### src/logic/rcsfc_pkg.sv
// Constants, register layout and state types for the fast/slow RC clock controller.
// Assumes one 100 MHz register clock and a synchronous active-high reset.
package rcsfc_pkg;
    // ----------------------------------------
    // Register map (byte addresses, one word each)
    // ----------------------------------------
    localparam logic [11:0] OSC_CTRL_ADDR = 12'h000;
    localparam logic [11:0] CLK_DIV_ADDR = 12'h004;
    // ----------------------------------------
    // Field positions
    // ----------------------------------------
    localparam int CUR_SRC_LSB = 12;
    localparam int NXT_SRC_LSB = 8;
    localparam int FAIL_FLAG_BIT = 3;
    localparam int SW_REQ_BIT = 0;
    localparam int DIV_SEL_LSB = 8;
    // ----------------------------------------
    // Source codes
    // ----------------------------------------
    localparam logic [2:0] SRC_FAST_RC = 3'h0;
    localparam logic [2:0] SRC_FAST_RC_PLL = 3'h1;
    localparam logic [2:0] SRC_PRIMARY = 3'h2;
    localparam logic [2:0] SRC_PRIMARY_PLL = 3'h3;
    localparam logic [2:0] SRC_SLOW_RC = 3'h4;
    localparam logic [2:0] SRC_SECONDARY = 3'h5;
    localparam logic [2:0] SRC_FAST_RC_DIV = 3'h7;
    // Primary submode codes
    localparam logic [1:0] SUB_EXT_CLOCK = 2'h0;
    localparam logic [1:0] SUB_LOW_XTAL = 2'h1;
    localparam logic [1:0] SUB_HIGH_XTAL = 2'h2;
    // ----------------------------------------
    // Reset values and fixed options
    // ----------------------------------------
    localparam logic [2:0] DIV_SEL_RESET = 3'h0;
    localparam logic HAS_USB_PLL = 1'b0;
    localparam logic [15:0] FAST_RC_KHZ = 16'h1f40;
    localparam int PLL_MULT_SHIFT = 2;
    // ----------------------------------------
    // Monitor timing in slow RC periods (31 kHz)
    // ----------------------------------------
    localparam int SLOW_RC_KHZ = 31;
    localparam int START_DELAY_US = 2000;
    localparam logic [6:0] START_DELAY_TICKS =
        7'((START_DELAY_US * SLOW_RC_KHZ + 999) / 1000);
    localparam logic [6:0] WINDOW_TICKS = 7'h04;
    // ----------------------------------------
    // State
    // ----------------------------------------
    typedef enum logic [1:0] {MON_IDLE, MON_HOLD, MON_DELAY, MON_WATCH} rcsfc_mon_t;
    typedef struct packed {
        logic [2:0] cur_src;
        logic [2:0] nxt_src;
        logic [2:0] div_sel;
        logic fail_flag;
        logic sw_req;
        logic init_done;
        rcsfc_mon_t mon;
        logic [6:0] tick_cnt;
        logic edge_seen;
        logic trap;
        logic [31:0] prdata;
        logic pslverr;
    } rcsfc_state_t;
    // Configuration straps grouped
    typedef struct packed {
        logic [1:0] switch_monitor_config;
        logic [2:0] initial_source_config;
        logic [1:0] primary_submode_config;
        logic wdt_enable;
        logic regulator_disable;
    } rcsfc_cfg_t;
endpackage : rcsfc_pkg

### src/logic/rcsfc_ctrl.sv
// Clock source selection, fast RC postscaler and fail-safe monitor, APB register slave.
// Assumes oscillator events arrive as single-cycle pulses synchronous to clk.
// Function
// - Fast RC drives system clock for current source codes 111, 001, 000.
// - Fast RC on at power-on; after timer expiry only when it is the current or the requested next source.
// - Postscaler chosen by three-bit divide select in divider register bits 10:8.
// - Code 111 applies postscaler output as system clock.
// - Code 001 is fast RC with PLL, works only for select 000/001.
// - Basic 4x PLL gives nominal 16 or 32 MHz from postscaler.
// - USB PLL variant also makes 48 MHz USB clock, not advised.
// - Slow RC at 31 kHz clocks power-up timer, watchdog and monitor.
// - Slow RC on at power-on without regulator; later only if needed.
// - Monitor enabled only for config 00; then slow RC runs except sleep.
// - Failure raises trap, loads code 000, sets fail flag, clears request.
// - Monitor supervises whichever source currently drives the system clock.
// - Start delay after a reset event only (wake from sleep goes straight to watch), only for external, high-speed or secondary.
// - Delay expiring before oscillator starts raises trap and selects fast RC.
// - Clock failure leaves watchdog running on slow RC.
// - Software switches only among sources; submode fixed by configuration.
// - Switching enabled only when switch-enable bit is 0; 1 disables monitor.
// - Switching disabled: next source ignored, current shows initial configuration.
// - Switching disabled: request bit has no effect, reads zero.
// - Request with next equal current is redundant, cleared and aborted.
//
// Our own choices: the register addresses and the APB interface to the registers.
`timescale 1ns/10ps
module rcsfc_ctrl
(
    input wire logic clk,
    input wire logic sys_rst,
    input wire logic psel,
    input wire logic penable,
    input wire logic pwrite,
    input wire logic [11:0] paddr,
    input wire logic [31:0] pwdata,
    output logic [31:0] prdata,
    output logic pready,
    output logic pslverr,
    input wire rcsfc_pkg::rcsfc_cfg_t cfg,
    input wire logic power_up_timer_done,
    input wire logic internal_system_reset,
    input wire logic reset_event,
    input wire logic sleep,
    input wire logic slow_rc_tick,
    input wire logic sys_clk_edge,
    input wire logic source_ready,
    input wire logic pll_lock,
    output logic [2:0] sys_clk_sel,
    output logic [3:0] postscale_shift,
    output logic [15:0] sys_clk_nominal_khz,
    output logic fast_rc_enable,
    output logic slow_rc_enable,
    output logic pll_enable,
    output logic usb_clk_enable,
    output logic clock_fail_trap
);
    // ----------------------------------------
    // Helpers
    // ----------------------------------------
    function automatic logic [3:0] div_shift(input logic [2:0] sel);
        div_shift = (sel == 3'h7) ? 4'h8 : {1'b0, sel};
    endfunction : div_shift

    function automatic logic is_fast_rc(input logic [2:0] src);
        is_fast_rc = (src == rcsfc_pkg::SRC_FAST_RC) || (src == rcsfc_pkg::SRC_FAST_RC_PLL)
            || (src == rcsfc_pkg::SRC_FAST_RC_DIV);
    endfunction : is_fast_rc

    function automatic logic uses_pll(input logic [2:0] src);
        uses_pll = (src == rcsfc_pkg::SRC_FAST_RC_PLL) || (src == rcsfc_pkg::SRC_PRIMARY_PLL);
    endfunction : uses_pll

    rcsfc_pkg::rcsfc_state_t s;
    rcsfc_pkg::rcsfc_state_t next_s;
    logic switch_en;
    logic mon_en;
    logic needs_delay;
    logic wr;
    logic setup;
    logic fail;

    assign switch_en = ~cfg.switch_monitor_config[1];
    assign mon_en = (cfg.switch_monitor_config == 2'h0);
    assign needs_delay = (s.cur_src == rcsfc_pkg::SRC_SECONDARY)
        || (((s.cur_src == rcsfc_pkg::SRC_PRIMARY) || (s.cur_src == rcsfc_pkg::SRC_PRIMARY_PLL))
        && ((cfg.primary_submode_config == rcsfc_pkg::SUB_EXT_CLOCK)
        || (cfg.primary_submode_config == rcsfc_pkg::SUB_HIGH_XTAL)));
    assign setup = psel & ~penable;
    assign wr = psel & penable & pwrite;

    // ----------------------------------------
    // Next state
    // ----------------------------------------
    always_comb
    begin
        next_s = s;
        next_s.trap = 1'b0;
        fail = 1'b0;
        // Register read data captured in the setup cycle
        if (setup)
        begin
            next_s.prdata = 32'h0000_0000;
            next_s.pslverr = 1'b0;
            if (paddr == rcsfc_pkg::OSC_CTRL_ADDR)
            begin
                next_s.prdata[rcsfc_pkg::CUR_SRC_LSB +: 3] = s.cur_src;
                next_s.prdata[rcsfc_pkg::NXT_SRC_LSB +: 3] = s.nxt_src;
                next_s.prdata[rcsfc_pkg::FAIL_FLAG_BIT] = s.fail_flag;
                next_s.prdata[rcsfc_pkg::SW_REQ_BIT] = s.sw_req;
            end
            else if (paddr == rcsfc_pkg::CLK_DIV_ADDR)
            begin
                next_s.prdata[rcsfc_pkg::DIV_SEL_LSB +: 3] = s.div_sel;
            end
            else
            begin
                next_s.pslverr = 1'b1;
            end
        end
        // Software writes
        if (wr && (paddr == rcsfc_pkg::OSC_CTRL_ADDR))
        begin
            if (switch_en)
            begin
                next_s.nxt_src = pwdata[rcsfc_pkg::NXT_SRC_LSB +: 3];
                next_s.sw_req = pwdata[rcsfc_pkg::SW_REQ_BIT];
            end
            if (!pwdata[rcsfc_pkg::FAIL_FLAG_BIT])
            begin
                next_s.fail_flag = 1'b0;
            end
        end
        if (wr && (paddr == rcsfc_pkg::CLK_DIV_ADDR))
        begin
            next_s.div_sel = pwdata[rcsfc_pkg::DIV_SEL_LSB +: 3];
        end
        // Switch engine
        if (!switch_en)
        begin
            next_s.cur_src = cfg.initial_source_config;
            next_s.sw_req = 1'b0;
        end
        else if (!s.init_done)
        begin
            next_s.cur_src = cfg.initial_source_config;
            next_s.init_done = 1'b1;
        end
        else if (s.sw_req && sleep)
        begin
            next_s.sw_req = 1'b0;
        end
        else if (s.sw_req && (s.nxt_src == s.cur_src))
        begin
            next_s.sw_req = 1'b0;
        end
        else if (s.sw_req && source_ready && (!uses_pll(s.nxt_src) || pll_lock))
        begin
            next_s.cur_src = s.nxt_src;
            next_s.sw_req = 1'b0;
        end
        // Fail-safe monitor
        if (!mon_en || sleep)
        begin
            next_s.mon = rcsfc_pkg::MON_IDLE;
        end
        if (mon_en && reset_event)
        begin
            next_s.mon = rcsfc_pkg::MON_HOLD;
            next_s.tick_cnt = 7'h00;
        end
        else if (mon_en && !sleep)
        begin
            case (s.mon)
                rcsfc_pkg::MON_IDLE:
                begin
                    next_s.mon = rcsfc_pkg::MON_WATCH;
                    next_s.tick_cnt = 7'h00;
                    next_s.edge_seen = 1'b0;
                end
                rcsfc_pkg::MON_HOLD:
                begin
                    if (!internal_system_reset)
                    begin
                        next_s.mon = needs_delay ? rcsfc_pkg::MON_DELAY : rcsfc_pkg::MON_WATCH;
                        next_s.tick_cnt = 7'h00;
                        next_s.edge_seen = 1'b0;
                    end
                end
                rcsfc_pkg::MON_DELAY:
                begin
                    if (slow_rc_tick)
                    begin
                        next_s.tick_cnt = s.tick_cnt + 7'h01;
                        if (s.tick_cnt == rcsfc_pkg::START_DELAY_TICKS - 7'h01)
                        begin
                            fail = ~source_ready;
                            next_s.mon = rcsfc_pkg::MON_WATCH;
                            next_s.tick_cnt = 7'h00;
                            next_s.edge_seen = 1'b0;
                        end
                    end
                end
                rcsfc_pkg::MON_WATCH:
                begin
                    // Edges of whatever source is current
                    next_s.edge_seen = s.edge_seen | sys_clk_edge;
                    if (slow_rc_tick)
                    begin
                        next_s.tick_cnt = s.tick_cnt + 7'h01;
                        if (s.tick_cnt == rcsfc_pkg::WINDOW_TICKS - 7'h01)
                        begin
                            fail = ~(s.edge_seen | sys_clk_edge);
                            next_s.tick_cnt = 7'h00;
                            next_s.edge_seen = 1'b0;
                        end
                    end
                end
                default:
                begin
                    next_s.mon = rcsfc_pkg::MON_IDLE;
                end
            endcase
        end
        // Failure overrides switching and the flag clear
        if (fail)
        begin
            next_s.trap = 1'b1;
            next_s.cur_src = rcsfc_pkg::SRC_FAST_RC;
            next_s.fail_flag = 1'b1;
            next_s.sw_req = 1'b0;
        end
    end

    always_ff @(posedge clk)
    begin
        if (sys_rst)
        begin
            s <= '{cur_src: rcsfc_pkg::SRC_FAST_RC, nxt_src: rcsfc_pkg::SRC_FAST_RC,
                   div_sel: rcsfc_pkg::DIV_SEL_RESET, mon: rcsfc_pkg::MON_IDLE,
                   tick_cnt: 7'h00, prdata: 32'h0000_0000, default: 1'b0};
        end
        else
        begin
            s <= next_s;
        end
    end

    // ----------------------------------------
    // Outputs
    // ----------------------------------------
    assign prdata = s.prdata;
    assign pready = psel & penable;
    assign pslverr = psel & penable & s.pslverr;
    assign sys_clk_sel = s.cur_src;
    assign clock_fail_trap = s.trap;
    // Full postscaler in divided mode; PLL mode takes select bit 0 only (000/001)
    assign postscale_shift = (s.cur_src == rcsfc_pkg::SRC_FAST_RC_DIV) ? div_shift(s.div_sel)
        : (s.cur_src == rcsfc_pkg::SRC_FAST_RC_PLL) ? {3'h0, s.div_sel[0]} : 4'h0;
    assign pll_enable = (s.cur_src == rcsfc_pkg::SRC_PRIMARY_PLL)
        || ((s.cur_src == rcsfc_pkg::SRC_FAST_RC_PLL) && (s.div_sel[2:1] == 2'h0));
    assign usb_clk_enable = rcsfc_pkg::HAS_USB_PLL & pll_enable;
    assign sys_clk_nominal_khz = !is_fast_rc(s.cur_src) ? 16'h0000
        : (s.cur_src == rcsfc_pkg::SRC_FAST_RC_PLL)
        ? (pll_enable ? 16'((rcsfc_pkg::FAST_RC_KHZ << rcsfc_pkg::PLL_MULT_SHIFT)
        >> postscale_shift) : 16'h0000)
        : 16'(rcsfc_pkg::FAST_RC_KHZ >> postscale_shift);
    assign fast_rc_enable = ~power_up_timer_done | is_fast_rc(s.cur_src)
        | (s.sw_req & is_fast_rc(s.nxt_src));
    // Watchdog term ignores failure state
    assign slow_rc_enable = power_up_timer_done
        ? ((mon_en & ~sleep) | cfg.wdt_enable | (s.cur_src == rcsfc_pkg::SRC_SLOW_RC))
        : cfg.regulator_disable;
endmodule : rcsfc_ctrl

### config.mk
export PLATFORM = sky130hd
export DESIGN_NAME = rcsfc_ctrl
export DESIGN_NICKNAME = d
export VERILOG_FILES = /design/src/logic/rcsfc_pkg.sv /design/src/logic/rcsfc_ctrl.sv
export SDC_FILE = /design/constraint.sdc
export NUM_CORES = 1
export LEC_CHECK = 0
export ABC_AREA = 1
export BUFFER_PORTS_ARGS = -buffer_cell sky130_fd_sc_hd__buf_2
export CAP_MARGIN = 20
export CORE_ASPECT_RATIO = 1.75
export CORE_MARGIN = 4
export CORE_UTILIZATION = 46
export DETAILED_ROUTE_END_ITERATION = 8
export GPL_TIMING_DRIVEN = 0
export PLACE_DENSITY = 0.81
export SLEW_MARGIN = 20
export SYNTH_ARGS = -nofsm -noshare
export SYNTH_HDL_FRONTEND = slang
export SYNTH_SLANG_ARGS = --single-unit
export TNS_END_PERCENT = 10
### constraint.sdc
create_clock -name clk -period 1.6 [get_ports clk]
set_input_delay 0 -clock clk [delete_from_list [all_inputs] [get_ports clk]]
set_output_delay 0 -clock clk [all_outputs]
set_load 0.01 [all_outputs]
==> impl_metrics.env, run 1 <==
export IMPL_syn_area_um2=2437
export IMPL_num_rows=34
export IMPL_crit_chain="buf_8, nand3_4, inv_4, nand3_2, nand2_2, inv_2, nand3_2, nand2_2, a21oi_2, buf_2"
export IMPL_skew_ps=6.719
export IMPL_drc=0
export IMPL_layout_drive_gt1_share_pct=33.78
export IMPL_clkTransAtPathRegs_ps=70
export IMPL_drtIter0Drc=114
export IMPL_cts_buffers=5
export IMPL_synth_simple_area_share_pct=38.19
export IMPL_initial_core_util_pct=48.15
export IMPL_die_area_um2=6573
export IMPL_vias=2720
export IMPL_clk_latency_ps=290
export IMPL_drt_pass1_iter_count=4
export IMPL_cp_buffers_inverters=4
export IMPL_fp_dieH_um=104.3
export IMPL_synth_area_per_cell_um2=6.063
export IMPL_internal_power_mw=1.376
export IMPL_viasPerCell=4.730
export IMPL_synth_cells=402
export IMPL_yosysUniqueCellTypes=34
export IMPL_cts_root_buf="clkbuf_8"
export IMPL_slew_headroom_pct=65.53
export IMPL_clkPwrFrac_pct=34.2
export IMPL_ir_drop_v=0.0004350
export IMPL_setup_violations=1
export IMPL_min_from="pwdata[3]"
export IMPL_synth_mux_area_share_pct=0
export IMPL_rr_worst_depth=10
export IMPL_cp_arrival_ps=1600
export IMPL_power_mw=1.963
export IMPL_slowest_delay_ps=340
export IMPL_chipWidth_um=63.03
export IMPL_clockBufferDepth=2
export IMPL_yosysSeqAreaShare_pct=26.28
export IMPL_grt_max_degree=11
export IMPL_hold_end="s[46]"
export IMPL_hold_class="primary input to flip-flop"
export IMPL_design_core_area_um2=5062
export IMPL_antenna_found_initial=0
export IMPL_max_cap_violations=0
export IMPL_finalCritPeriodShare_pct=100.0
export IMPL_dp_cells=554
export IMPL_synth_top_family_by_area="simple AND/OR/NAND/NOR gates"
export IMPL_layout_min_cycle_time_ps=1600
export IMPL_layout_setup_ws_ps=-0.3205
export IMPL_io_pins=128
export IMPL_yosys_warnings=0
export IMPL_required_ps=1600
export IMPL_clock_sinks=32
export IMPL_synth_seq_cells=32
export IMPL_p_leak_nw=1.782
export IMPL_gp_congestion=0.9171
export IMPL_fin_nets=588
export IMPL_power_switching_mw=0.5866
export IMPL_instances_no_fill=575
export IMPL_cp_top_family="simple AND/OR/NAND/NOR gates"
export IMPL_grt_use_total_pct=20.64
export IMPL_io_buffers=73
export IMPL_cp_slowest_cell="dfxtp_2"
export IMPL_crit_path_start_kind="flip-flop"
export IMPL_cts_tree="yes"
export IMPL_final_util_pct=64.51
export IMPL_whs_path_depth=3
export IMPL_worstPathMaxFanout=7
export IMPL_slew_violations=0
export IMPL_fmax_mhz=624.9
export IMPL_crit_path_end_kind="output port"
export IMPL_r2r_start="s[35]"
export IMPL_synth_compound_area_share_pct=11.14
export IMPL_crit_type="flip-flop to output port"
export IMPL_synth_area_top_cells="dfxtp_1, nand2_1, buf_4, nor2_1, inv_1"
export IMPL_synth_top_cell_by_area="dfxtp_1"
export IMPL_powerDensity_nw_per_um2=601.1
export IMPL_grt_first_pass_wirelength_um=11090
export IMPL_synth_xor_xnor_area_share_pct=1.078
export IMPL_areaGrowthSynthToFinish_pct=33.98
export IMPL_tightest_slew_ps=515.2
export IMPL_grt_pass1_vias=2669
export IMPL_synth_top_area_share_pct=26.28
export IMPL_rrSetupSlack_ps=130
export IMPL_overflow=0
export IMPL_dp_hpwl_um=5277
export IMPL_ant_nets=0
export IMPL_p_seq_share_pct=43.2
export IMPL_synth_fa_ha_area_share_pct=1.027
export IMPL_p_comb_share_pct=22.7
export IMPL_diodes=0
export IMPL_hold_viol=0
export IMPL_finalWirelength_um=6725
export IMPL_outcome="finished with violations"
export IMPL_r2r_end="s[45]"
export IMPL_wire_per_inst_um=11.70
export IMPL_rsz0062_at_grt="true"
export IMPL_htreeDepth=2
export IMPL_p_sw_share_pct=29.88
export IMPL_violations="setup timing"
-- cell usage after synthesis --
cell	instances
a21boi_0	1
a21oi_1	23
a21oi_2	1
a31oi_1	1
buf_2	1
buf_4	37
buf_6	1
clkbuf_1	2
clkinv_2	1
conb_1	1
dfxtp_1	32
ha_1	2
inv_1	54
inv_2	8
nand2_1	95
nand2_2	6
nand3_1	28
nand3_2	2
nand3_4	1
nand3b_1	2
nand4_1	3
nor2_1	58
nor2_2	5
nor2_4	2
nor3_1	4
nor3_2	1
nor3_4	1
nor3b_1	1
o211ai_1	1
o21ai_0	20
o21ai_1	2
o21ai_2	1
o21bai_1	1
xor2_1	3
-- layout by cell type (no fill, tap or decap), types with 19 or more instances in the layout --
master	count
a21oi_1	22
buf_2	74
buf_4	45
inv_1	53
nand3_1	25
nor2_1	55
dfxtp_1	25
o21ai_0	19
nand2_1	92
conb_1	26
-- flip-flops by register name, indices dropped and copies added, names as in the netlist --
| name | count |
|---|---|
| prdata | 8 |
| clock_fail_trap | 1 |
| s | 20 |
| sys_clk_sel | 3 |
-- layout make-up --
cell class | count | area (um^2)
clock inverters | 1 | 7.507
multi-input cells | 291 | 1425
fillers | 473 | 1797
flip-flops and latches | 32 | 654.4
repair buffers | 86 | 475.5
well taps | 54 | 67.56
inverters | 63 | 244.0
plain buffers | 41 | 305.3
clock buffers | 7 | 86.33
-- power groups by stage --
| stage | clock, mW | sequential, mW | combinational, mW |
|---|---|---|---|
| final | 0.671 | 0.847 | 0.445 |
| after global routing | 0.706 | 0.850 | 0.495 |
| after CTS | 0.676 | 0.846 | 0.433 |
| after detailed placement | 0 | 0.863 | 0.410 |
| after global placement | 0 | 0.863 | 0.404 |
| after floorplan | 0 | 0.856 | 0.276 |
-- repair_timing --
action	in CTS	in global routing
setup buffers	5	3
gates resized for setup	10	22
pin swaps	2	5
endpoints found under the hold margin	6	0
hold buffers	5	0
endpoints found under the setup margin	12	23
-- cell families (layout without fill, tap and decap cells) --
group                    after synthesis  after routing
AND/OR/NAND/NOR                      209            209
buffers and inverters                104            198
AO/OA/AOI/OAI                         51             51
flip-flops                            32             32
XOR/XNOR                               3              3
adder cells (fa/ha/maj)                2              2
other                                  1             26
-- metrics by stage --
stage	area [um^2]	worst slack [ps]	setup TNS (ps)	hold WS, ps
detailed placement	2964	95.46	0	273.1
CTS	3172	-38.30	-65.69	15.64
finish	3266	-0.3205	-0.3205	21.73
global placement	2964	112.0	0	263.3
global route	3266	-120.5	-732.4	34.23
floorplan	2531	307.1	0	95.89
-- worst max path at each step --
stage | startpoint | to | slack (ps) | depth (start not counted)
global route | sys_clk_sel[2] | sys_clk_nominal_khz[7] | -120 | 10
finish | sys_clk_sel[2] | sys_clk_nominal_khz[7] | -0.3 | 10
detailed placement | s[35] | s[37] | 100 | 10
CTS | sys_clk_sel[2] | sys_clk_nominal_khz[8] | -40 | 9
floorplan | s[35] | s[37] | 310 | 10
global placement | s[35] | s[38] | 110 | 10
-- layer usage --
layer | routed length (um) | global-route usage [%]
met2 | 3753 | 39.53
met4 | 252 | 13.11
met5 | 0 | 0
met3 | 345 | 3.784
met1 | 2374 | 19.21
-- worst reg2reg max path, stage by stage (launching register included) --
cell and delay (ps):
dfxtp_2 380, ha_4 180, inv_1 40, nor2_1 80, nand3_1 110, nand2_1 110, nand3_1 140, nand2_1 150
inv_1 60, nand2_1 60, nor2_1 40
Note: power is estimated with default switching activity, not from simulation.
==> inputs of run 2 (changes only) <==
--- a/config.mk
+++ b/config.mk
@@ -8,7 +8,7 @@
 export ABC_AREA = 1
 export BUFFER_PORTS_ARGS = -buffer_cell sky130_fd_sc_hd__buf_2
 export CAP_MARGIN = 20
-export CORE_ASPECT_RATIO = 1.75
+export CORE_ASPECT_RATIO = 0.9
 export CORE_MARGIN = 4
 export CORE_UTILIZATION = 46
 export DETAILED_ROUTE_END_ITERATION = 8
==> run 2 against run 1 <==
- flip-flop and latch count did not move
- global-route usage fell by 1.7 points
- final area fell by 0.15%
- critical path depth fell by 2
- critical endpoint is now sys_clk_nominal_khz[12]
- clock-buffer cell count fell by 1
- largest power group unchanged
- critical path type unchanged
- via count did not move
- clock skew barely moved
- setup slack improved by 56 ps
- the run now ends clean
==> impl_metrics.env, run 2 (synthesized netlist as in run 1, its figures left out) <==
export IMPL_cts_tree="yes"
export IMPL_diodes=0
export IMPL_io_buffers=73
export IMPL_required_ps=1600
export IMPL_chipWidth_um=84.73
export IMPL_overflow=0
export IMPL_p_sw_share_pct=29.55
export IMPL_p_leak_nw=1.792
export IMPL_hold_viol=0
export IMPL_fin_area_um2=3261
export IMPL_finalWirelength_um=6335
export IMPL_dp_cells=565
export IMPL_htreeDepth=2
export IMPL_layout_drive_gt1_share_pct=33.84
export IMPL_drc=0
export IMPL_worstPathMaxFanout=7
export IMPL_grt_use_total_pct=18.90
export IMPL_met1_usage_pct=26.06
export IMPL_clkTransAtPathRegs_ps=60
export IMPL_clkPwrFrac_pct=31.2
export IMPL_powerDensity_nw_per_um2=576.3
export IMPL_die_area_um2=6529
export IMPL_crit_path_end_kind="output port"
export IMPL_hold_class="primary input to flip-flop"
export IMPL_final_cell_mix="nand2_1, buf_2, nor2_1, inv_1, buf_4"
export IMPL_design_core_area_um2=4985
export IMPL_num_rows=24
export IMPL_grt_first_pass_wirelength_um=10460
export IMPL_setup_violations=0
export IMPL_rr_worst_depth=10
export IMPL_clockBufferDepth=2
export IMPL_cts_buffers=5
export IMPL_top_usage_layer="met2"
export IMPL_initial_core_util_pct=48.90
export IMPL_grt_max_degree=11
export IMPL_largest_register_ffs=20
export IMPL_grt_pass1_vias=2380
export IMPL_final_common_cell="nand2_1"
export IMPL_grtUsageMet3_pct=4.287
export IMPL_finalCritPeriodShare_pct=96.51
export IMPL_outcome="complete, no violations"
export IMPL_instances_no_fill=588
export IMPL_layout_min_cycle_time_ps=1544
export IMPL_fin_tns_setup_ps=0
export IMPL_ant_nets=0
export IMPL_cp_arrival_ps=1540
export IMPL_max_cap_violations=0
export IMPL_skew_ps=6.449
export IMPL_ir_drop_v=0.0004078
export IMPL_whs_path_depth=2
export IMPL_viasPerCell=4.626
export IMPL_clock_sinks=32
export IMPL_wire_per_inst_um=10.77
export IMPL_crit_type="flip-flop to output port"
export IMPL_drt_pass1_iter_count=4
export IMPL_cts_root_buf="clkbuf_8"
export IMPL_io_pins=128
export IMPL_met2_usage_pct=29.97
export IMPL_antenna_found_initial=0
export IMPL_slew_violations=0
export IMPL_fin_nets=591
export IMPL_power_switching_mw=0.5554
export IMPL_layout_setup_ws_ps=55.85
export IMPL_areaGrowthSynthToFinish_pct=33.78
export IMPL_place_area_um2=2978
export IMPL_clk_latency_ps=280
export IMPL_p_comb_share_pct=23.7
export IMPL_top_register="s"
export IMPL_p_seq_share_pct=45.1
export IMPL_dp_hpwl_um=4983
export IMPL_rsz0062_at_grt="true"
export IMPL_fmax_mhz=647.6
export IMPL_vias=2720
export IMPL_power_mw=1.879
export IMPL_fp_dieH_um=77.06
export IMPL_drtIter0Drc=257
export IMPL_internal_power_mw=1.324
export IMPL_gp_congestion=0.8687
export IMPL_crit_path_start_kind="flip-flop"
export IMPL_dp_slack_ps=79.01
## run 2: cell count changes in the layout (fill, tap and decap cells not counted), sizes merged
cell / delta
buf: +4
clkinv: +2
inv: -1
dlygate4sd3: -1
clkinvlp: -1
clkbuf: -1
## run 2: area by class of cell
cell class / instances / area, um^2
fill: 466 / 1724
multi-input combinational: 291 / 1401
sequential: 32 / 659.4
timing repair buffer: 90 / 503.0
buffer: 40 / 290.3
inverter: 63 / 247.7
tap: 65 / 81.33
clock buffer: 6 / 72.57
clock inverter: 1 / 5.005
## run 2: through the flow
step                      util [%]  hold WS, ps
after floorplan                  -        95.89
after global placement       59.74        251.4
after detailed placement     59.74        256.9
after CTS                    62.95       0.5858
after global routing         65.41        13.70
final                        65.41        3.270
## run 2: worst max-delay path, cell delays in order (launching register included)
cell     delay [ps]
dfxtp_4         410
inv_4            60
nand3_4         110
inv_4            40
buf_4           130
nor2_1          130
nor2_1          100
a21oi_1         140
buf_2           150
## run 2: timing repair
item | in CTS | in global routing
gates cloned | 0 | 0
endpoints found under the hold margin | 7 | 0
buffers inserted | 4 | 9
pin swaps | 3 | 3
endpoints found under the setup margin | 12 | 16
gates resized for setup | 6 | 25
hold buffers | 4 | 0
## run 2: routing by layer
metal,up-vias,part of all wire [%]
met5,-,0
met4,0,2.0
met3,10,8.7
met2,106,45
met1,1173,45
li1,1431,-
## run 2: path summary, 6_finish.rpt
| path | startpoint | end | slack (ps) |
|---|---|---|---|
| worst max-delay path | sys_clk_sel[2] | sys_clk_nominal_khz[12] | 60 |
| worst min-delay path | cfg[8] | s[44] | 3 |
| worst max register to register | s[36] | s[35] | 170 |
| worst min register to register | s[34] | s[34] | 460 |
## run 2: power by group through the flow
stage,Sequential (mW),Combinational (mW),Clock (mW)
after floorplan,0.856,0.276,0
after global placement,0.862,0.402,0
after detailed placement,0.862,0.408,0
after CTS,0.846,0.425,0.599
after global routing,0.851,0.497,0.640
final,0.848,0.446,0.586
==> inputs of run 3 (changes only) <==
--- a/config.mk
+++ b/config.mk
@@ -10,10 +10,9 @@
 export CAP_MARGIN = 20
 export CORE_ASPECT_RATIO = 0.9
 export CORE_MARGIN = 4
-export CORE_UTILIZATION = 46
+export CORE_UTILIZATION = 30
 export DETAILED_ROUTE_END_ITERATION = 8
 export GPL_TIMING_DRIVEN = 0
-export PLACE_DENSITY = 0.81
 export SLEW_MARGIN = 20
 export SYNTH_ARGS = -nofsm -noshare
 export SYNTH_HDL_FRONTEND = slang
==> run 3 against run 2 <==
- routed wire length increased by 3.5%
- hold slack gained 15 ps
- sequential power fell by 0.5%
- highest routed layer unchanged
==> impl_metrics.env, run 3 (synthesized netlist as in run 1, its figures left out) <==
export IMPL_outcome="complete, no violations"
export IMPL_clkTransAtPathRegs_ps=70
export IMPL_initial_core_util_pct=31.52
export IMPL_viasPerCell=4.381
export IMPL_cp_slowest_cell="dfxtp_2"
export IMPL_fin_tns_setup_ps=0
export IMPL_cp_buffers_inverters=4
export IMPL_cp_top_family="buffers and inverters"
export IMPL_p_leak_nw=1.788
export IMPL_io_pins=128
export IMPL_instances_no_fill=617
export IMPL_drt_pass1_iter_count=4
export IMPL_final_common_cell="nand2_1"
export IMPL_grt_use_total_pct=13.49
export IMPL_crit_path_end_kind="output port"
export IMPL_cts_buffers=5
export IMPL_slew_violations=0
export IMPL_r2r_end="s[45]"
export IMPL_chipWidth_um=103.0
export IMPL_skew_ps=4.550
export IMPL_hold_end="s[46]"
export IMPL_gp_congestion=0.8580
export IMPL_dp_cells=596
export IMPL_finalCritPeriodShare_pct=99.77
export IMPL_rr_worst_depth=10
export IMPL_crit_type="flip-flop to output port"
export IMPL_finalWirelength_um=6556
export IMPL_grt_max_degree=11
export IMPL_r2r_start="s[35]"
export IMPL_clk_latency_ps=280
export IMPL_hold_viol=0
export IMPL_max_cap_violations=0
export IMPL_overflow=0
export IMPL_crit_chain="buf_6, inv_4, nand3_4, nor3_4, buf_4, nor2_1, nor3_1, buf_2"
export IMPL_io_buffers=73
export IMPL_drc=0
export IMPL_htreeDepth=2
export IMPL_n_fill_cell=854
export IMPL_layout_drive_gt1_share_pct=32.05
export IMPL_top_register="s"
export IMPL_ir_drop_v=0.0002924
export IMPL_required_ps=1600
export IMPL_slew_headroom_pct=64.93
export IMPL_layout_min_cycle_time_ps=1596
export IMPL_largest_register_ffs=20
export IMPL_antenna_found_initial=0
export IMPL_die_area_um2=9632
export IMPL_areaGrowthSynthToFinish_pct=34.60
export IMPL_diodes=0
export IMPL_hold_class="primary input to flip-flop"
export IMPL_dp_hpwl_um=5387
export IMPL_cts_tree="yes"
export IMPL_rrSetupSlack_ps=80
export IMPL_cp_arrival_ps=1600
export IMPL_grt_pass1_vias=2406
export IMPL_worstPathMaxFanout=8
export IMPL_fp_dieH_um=93.51
export IMPL_final_cell_mix="nand2_1, buf_2, nor2_1, inv_1, buf_4"
export IMPL_wire_per_inst_um=10.63
export IMPL_grt_first_pass_wirelength_um=10500
export IMPL_powerDensity_nw_per_um2=587.4
export IMPL_fmax_mhz=626.4
export IMPL_crit_path_start_kind="flip-flop"
export IMPL_clockBufferDepth=2
export IMPL_min_from="pwdata[3]"
export IMPL_ant_nets=0
export IMPL_fin_nets=588
export IMPL_tightest_slew_ps=526.1
export IMPL_clock_sinks=32
export IMPL_setup_violations=0
export IMPL_num_rows=30
export IMPL_holdWs_ps=18.19
export IMPL_vias=2703
export IMPL_whs_path_depth=3
export IMPL_cts_root_buf="clkbuf_8"
export IMPL_slowest_delay_ps=320
export IMPL_drtIter0Drc=154
export IMPL_rsz0062_at_grt="true"
export IMPL_design_core_area_um2=7732
[run 3: cell count changes in the layout (fill, tap and decap cells not counted), sizes merged]
cell,before,now
buf,124,120
clkbuf,8,10
clkinv,2,0
dlygate4sd3,4,5
inv,62,63
[run 3: where the power goes]
group,total [mW],internal (mW),leakage (nW),switching [mW]
clock network,0.641,0.351,0.0455,0.290
logic,0.442,0.205,1.48,0.237
registers,0.844,0.820,0.264,0.0244
[run 3: metrics by stage]
stage               area [um^2]  util, %  worst slack, ps  power, mW
global placement           3017    39.01            60.14      1.272
global route               3281    42.43           -136.0      2.056
detailed placement         3017    39.01            36.49      1.274
CTS                        3211    41.52            7.611      1.941
floorplan                  2531        -            307.1      1.132
finish                     3281    42.43            3.639      1.927
[run 3: worst max-delay path by stage]
| stage | from | end | slack [ps] | cells after the start |
|---|---|---|---|---|
| detailed placement | s[35] | s[45] | 40 | 10 |
| CTS | sys_clk_sel[2] | sys_clk_nominal_khz[3] | 8 | 10 |
| global route | sys_clk_sel[2] | sys_clk_nominal_khz[8] | -140 | 8 |
| finish | sys_clk_sel[2] | sys_clk_nominal_khz[10] | 4 | 8 |
| global placement | s[35] | s[45] | 60 | 10 |
| floorplan | s[35] | s[37] | 310 | 10 |
[run 3: timing repair]
action                                 in CTS  in global routing
cloned                                      0                  0
resized for setup                           8                 15
endpoints found under the hold margin       8                  0
setup endpoints to repair                  13                 21
hold buffers                                5                  0
setup buffers                               4                  4
pin swaps                                   1                  5
[run 3: final cells by class]
cell class / instances / area (um^2) / share of cell area [%]
Buffer: 41 / 301.5 / 9.191
Sequential cell: 32 / 654.4 / 19.95
Tap cell: 96 / 120.1 / 3.661
Inverter: 63 / 244.0 / 7.437
Clock buffer: 8 / 90.09 / 2.746
Multi-Input combinational cell: 291 / 1395 / 42.52
Timing Repair Buffer: 86 / 475.5 / 14.49
[run 3: worst reg2reg max path: cells and delay by family (launching register included)]
kind / cells / cell delay [ps]
AND/OR/NAND/NOR: 7 / 670
flip-flops: 1 / 390
adder cells (fa/ha/maj): 1 / 250
buffers and inverters: 2 / 100
[run 3: metal layers]
| layer | GRT usage (%) | vias to the layer above | share of wire (%) |
|---|---|---|---|
| met3 | 2.834 | 5 | 8.0 |
| li1 | - | 1428 | - |
| met1 | 17.91 | 1180 | 45 |
| met5 | 0 | - | 0 |
| met2 | 21.96 | 90 | 46 |
| met4 | 3.668 | 0 | 0.93 |
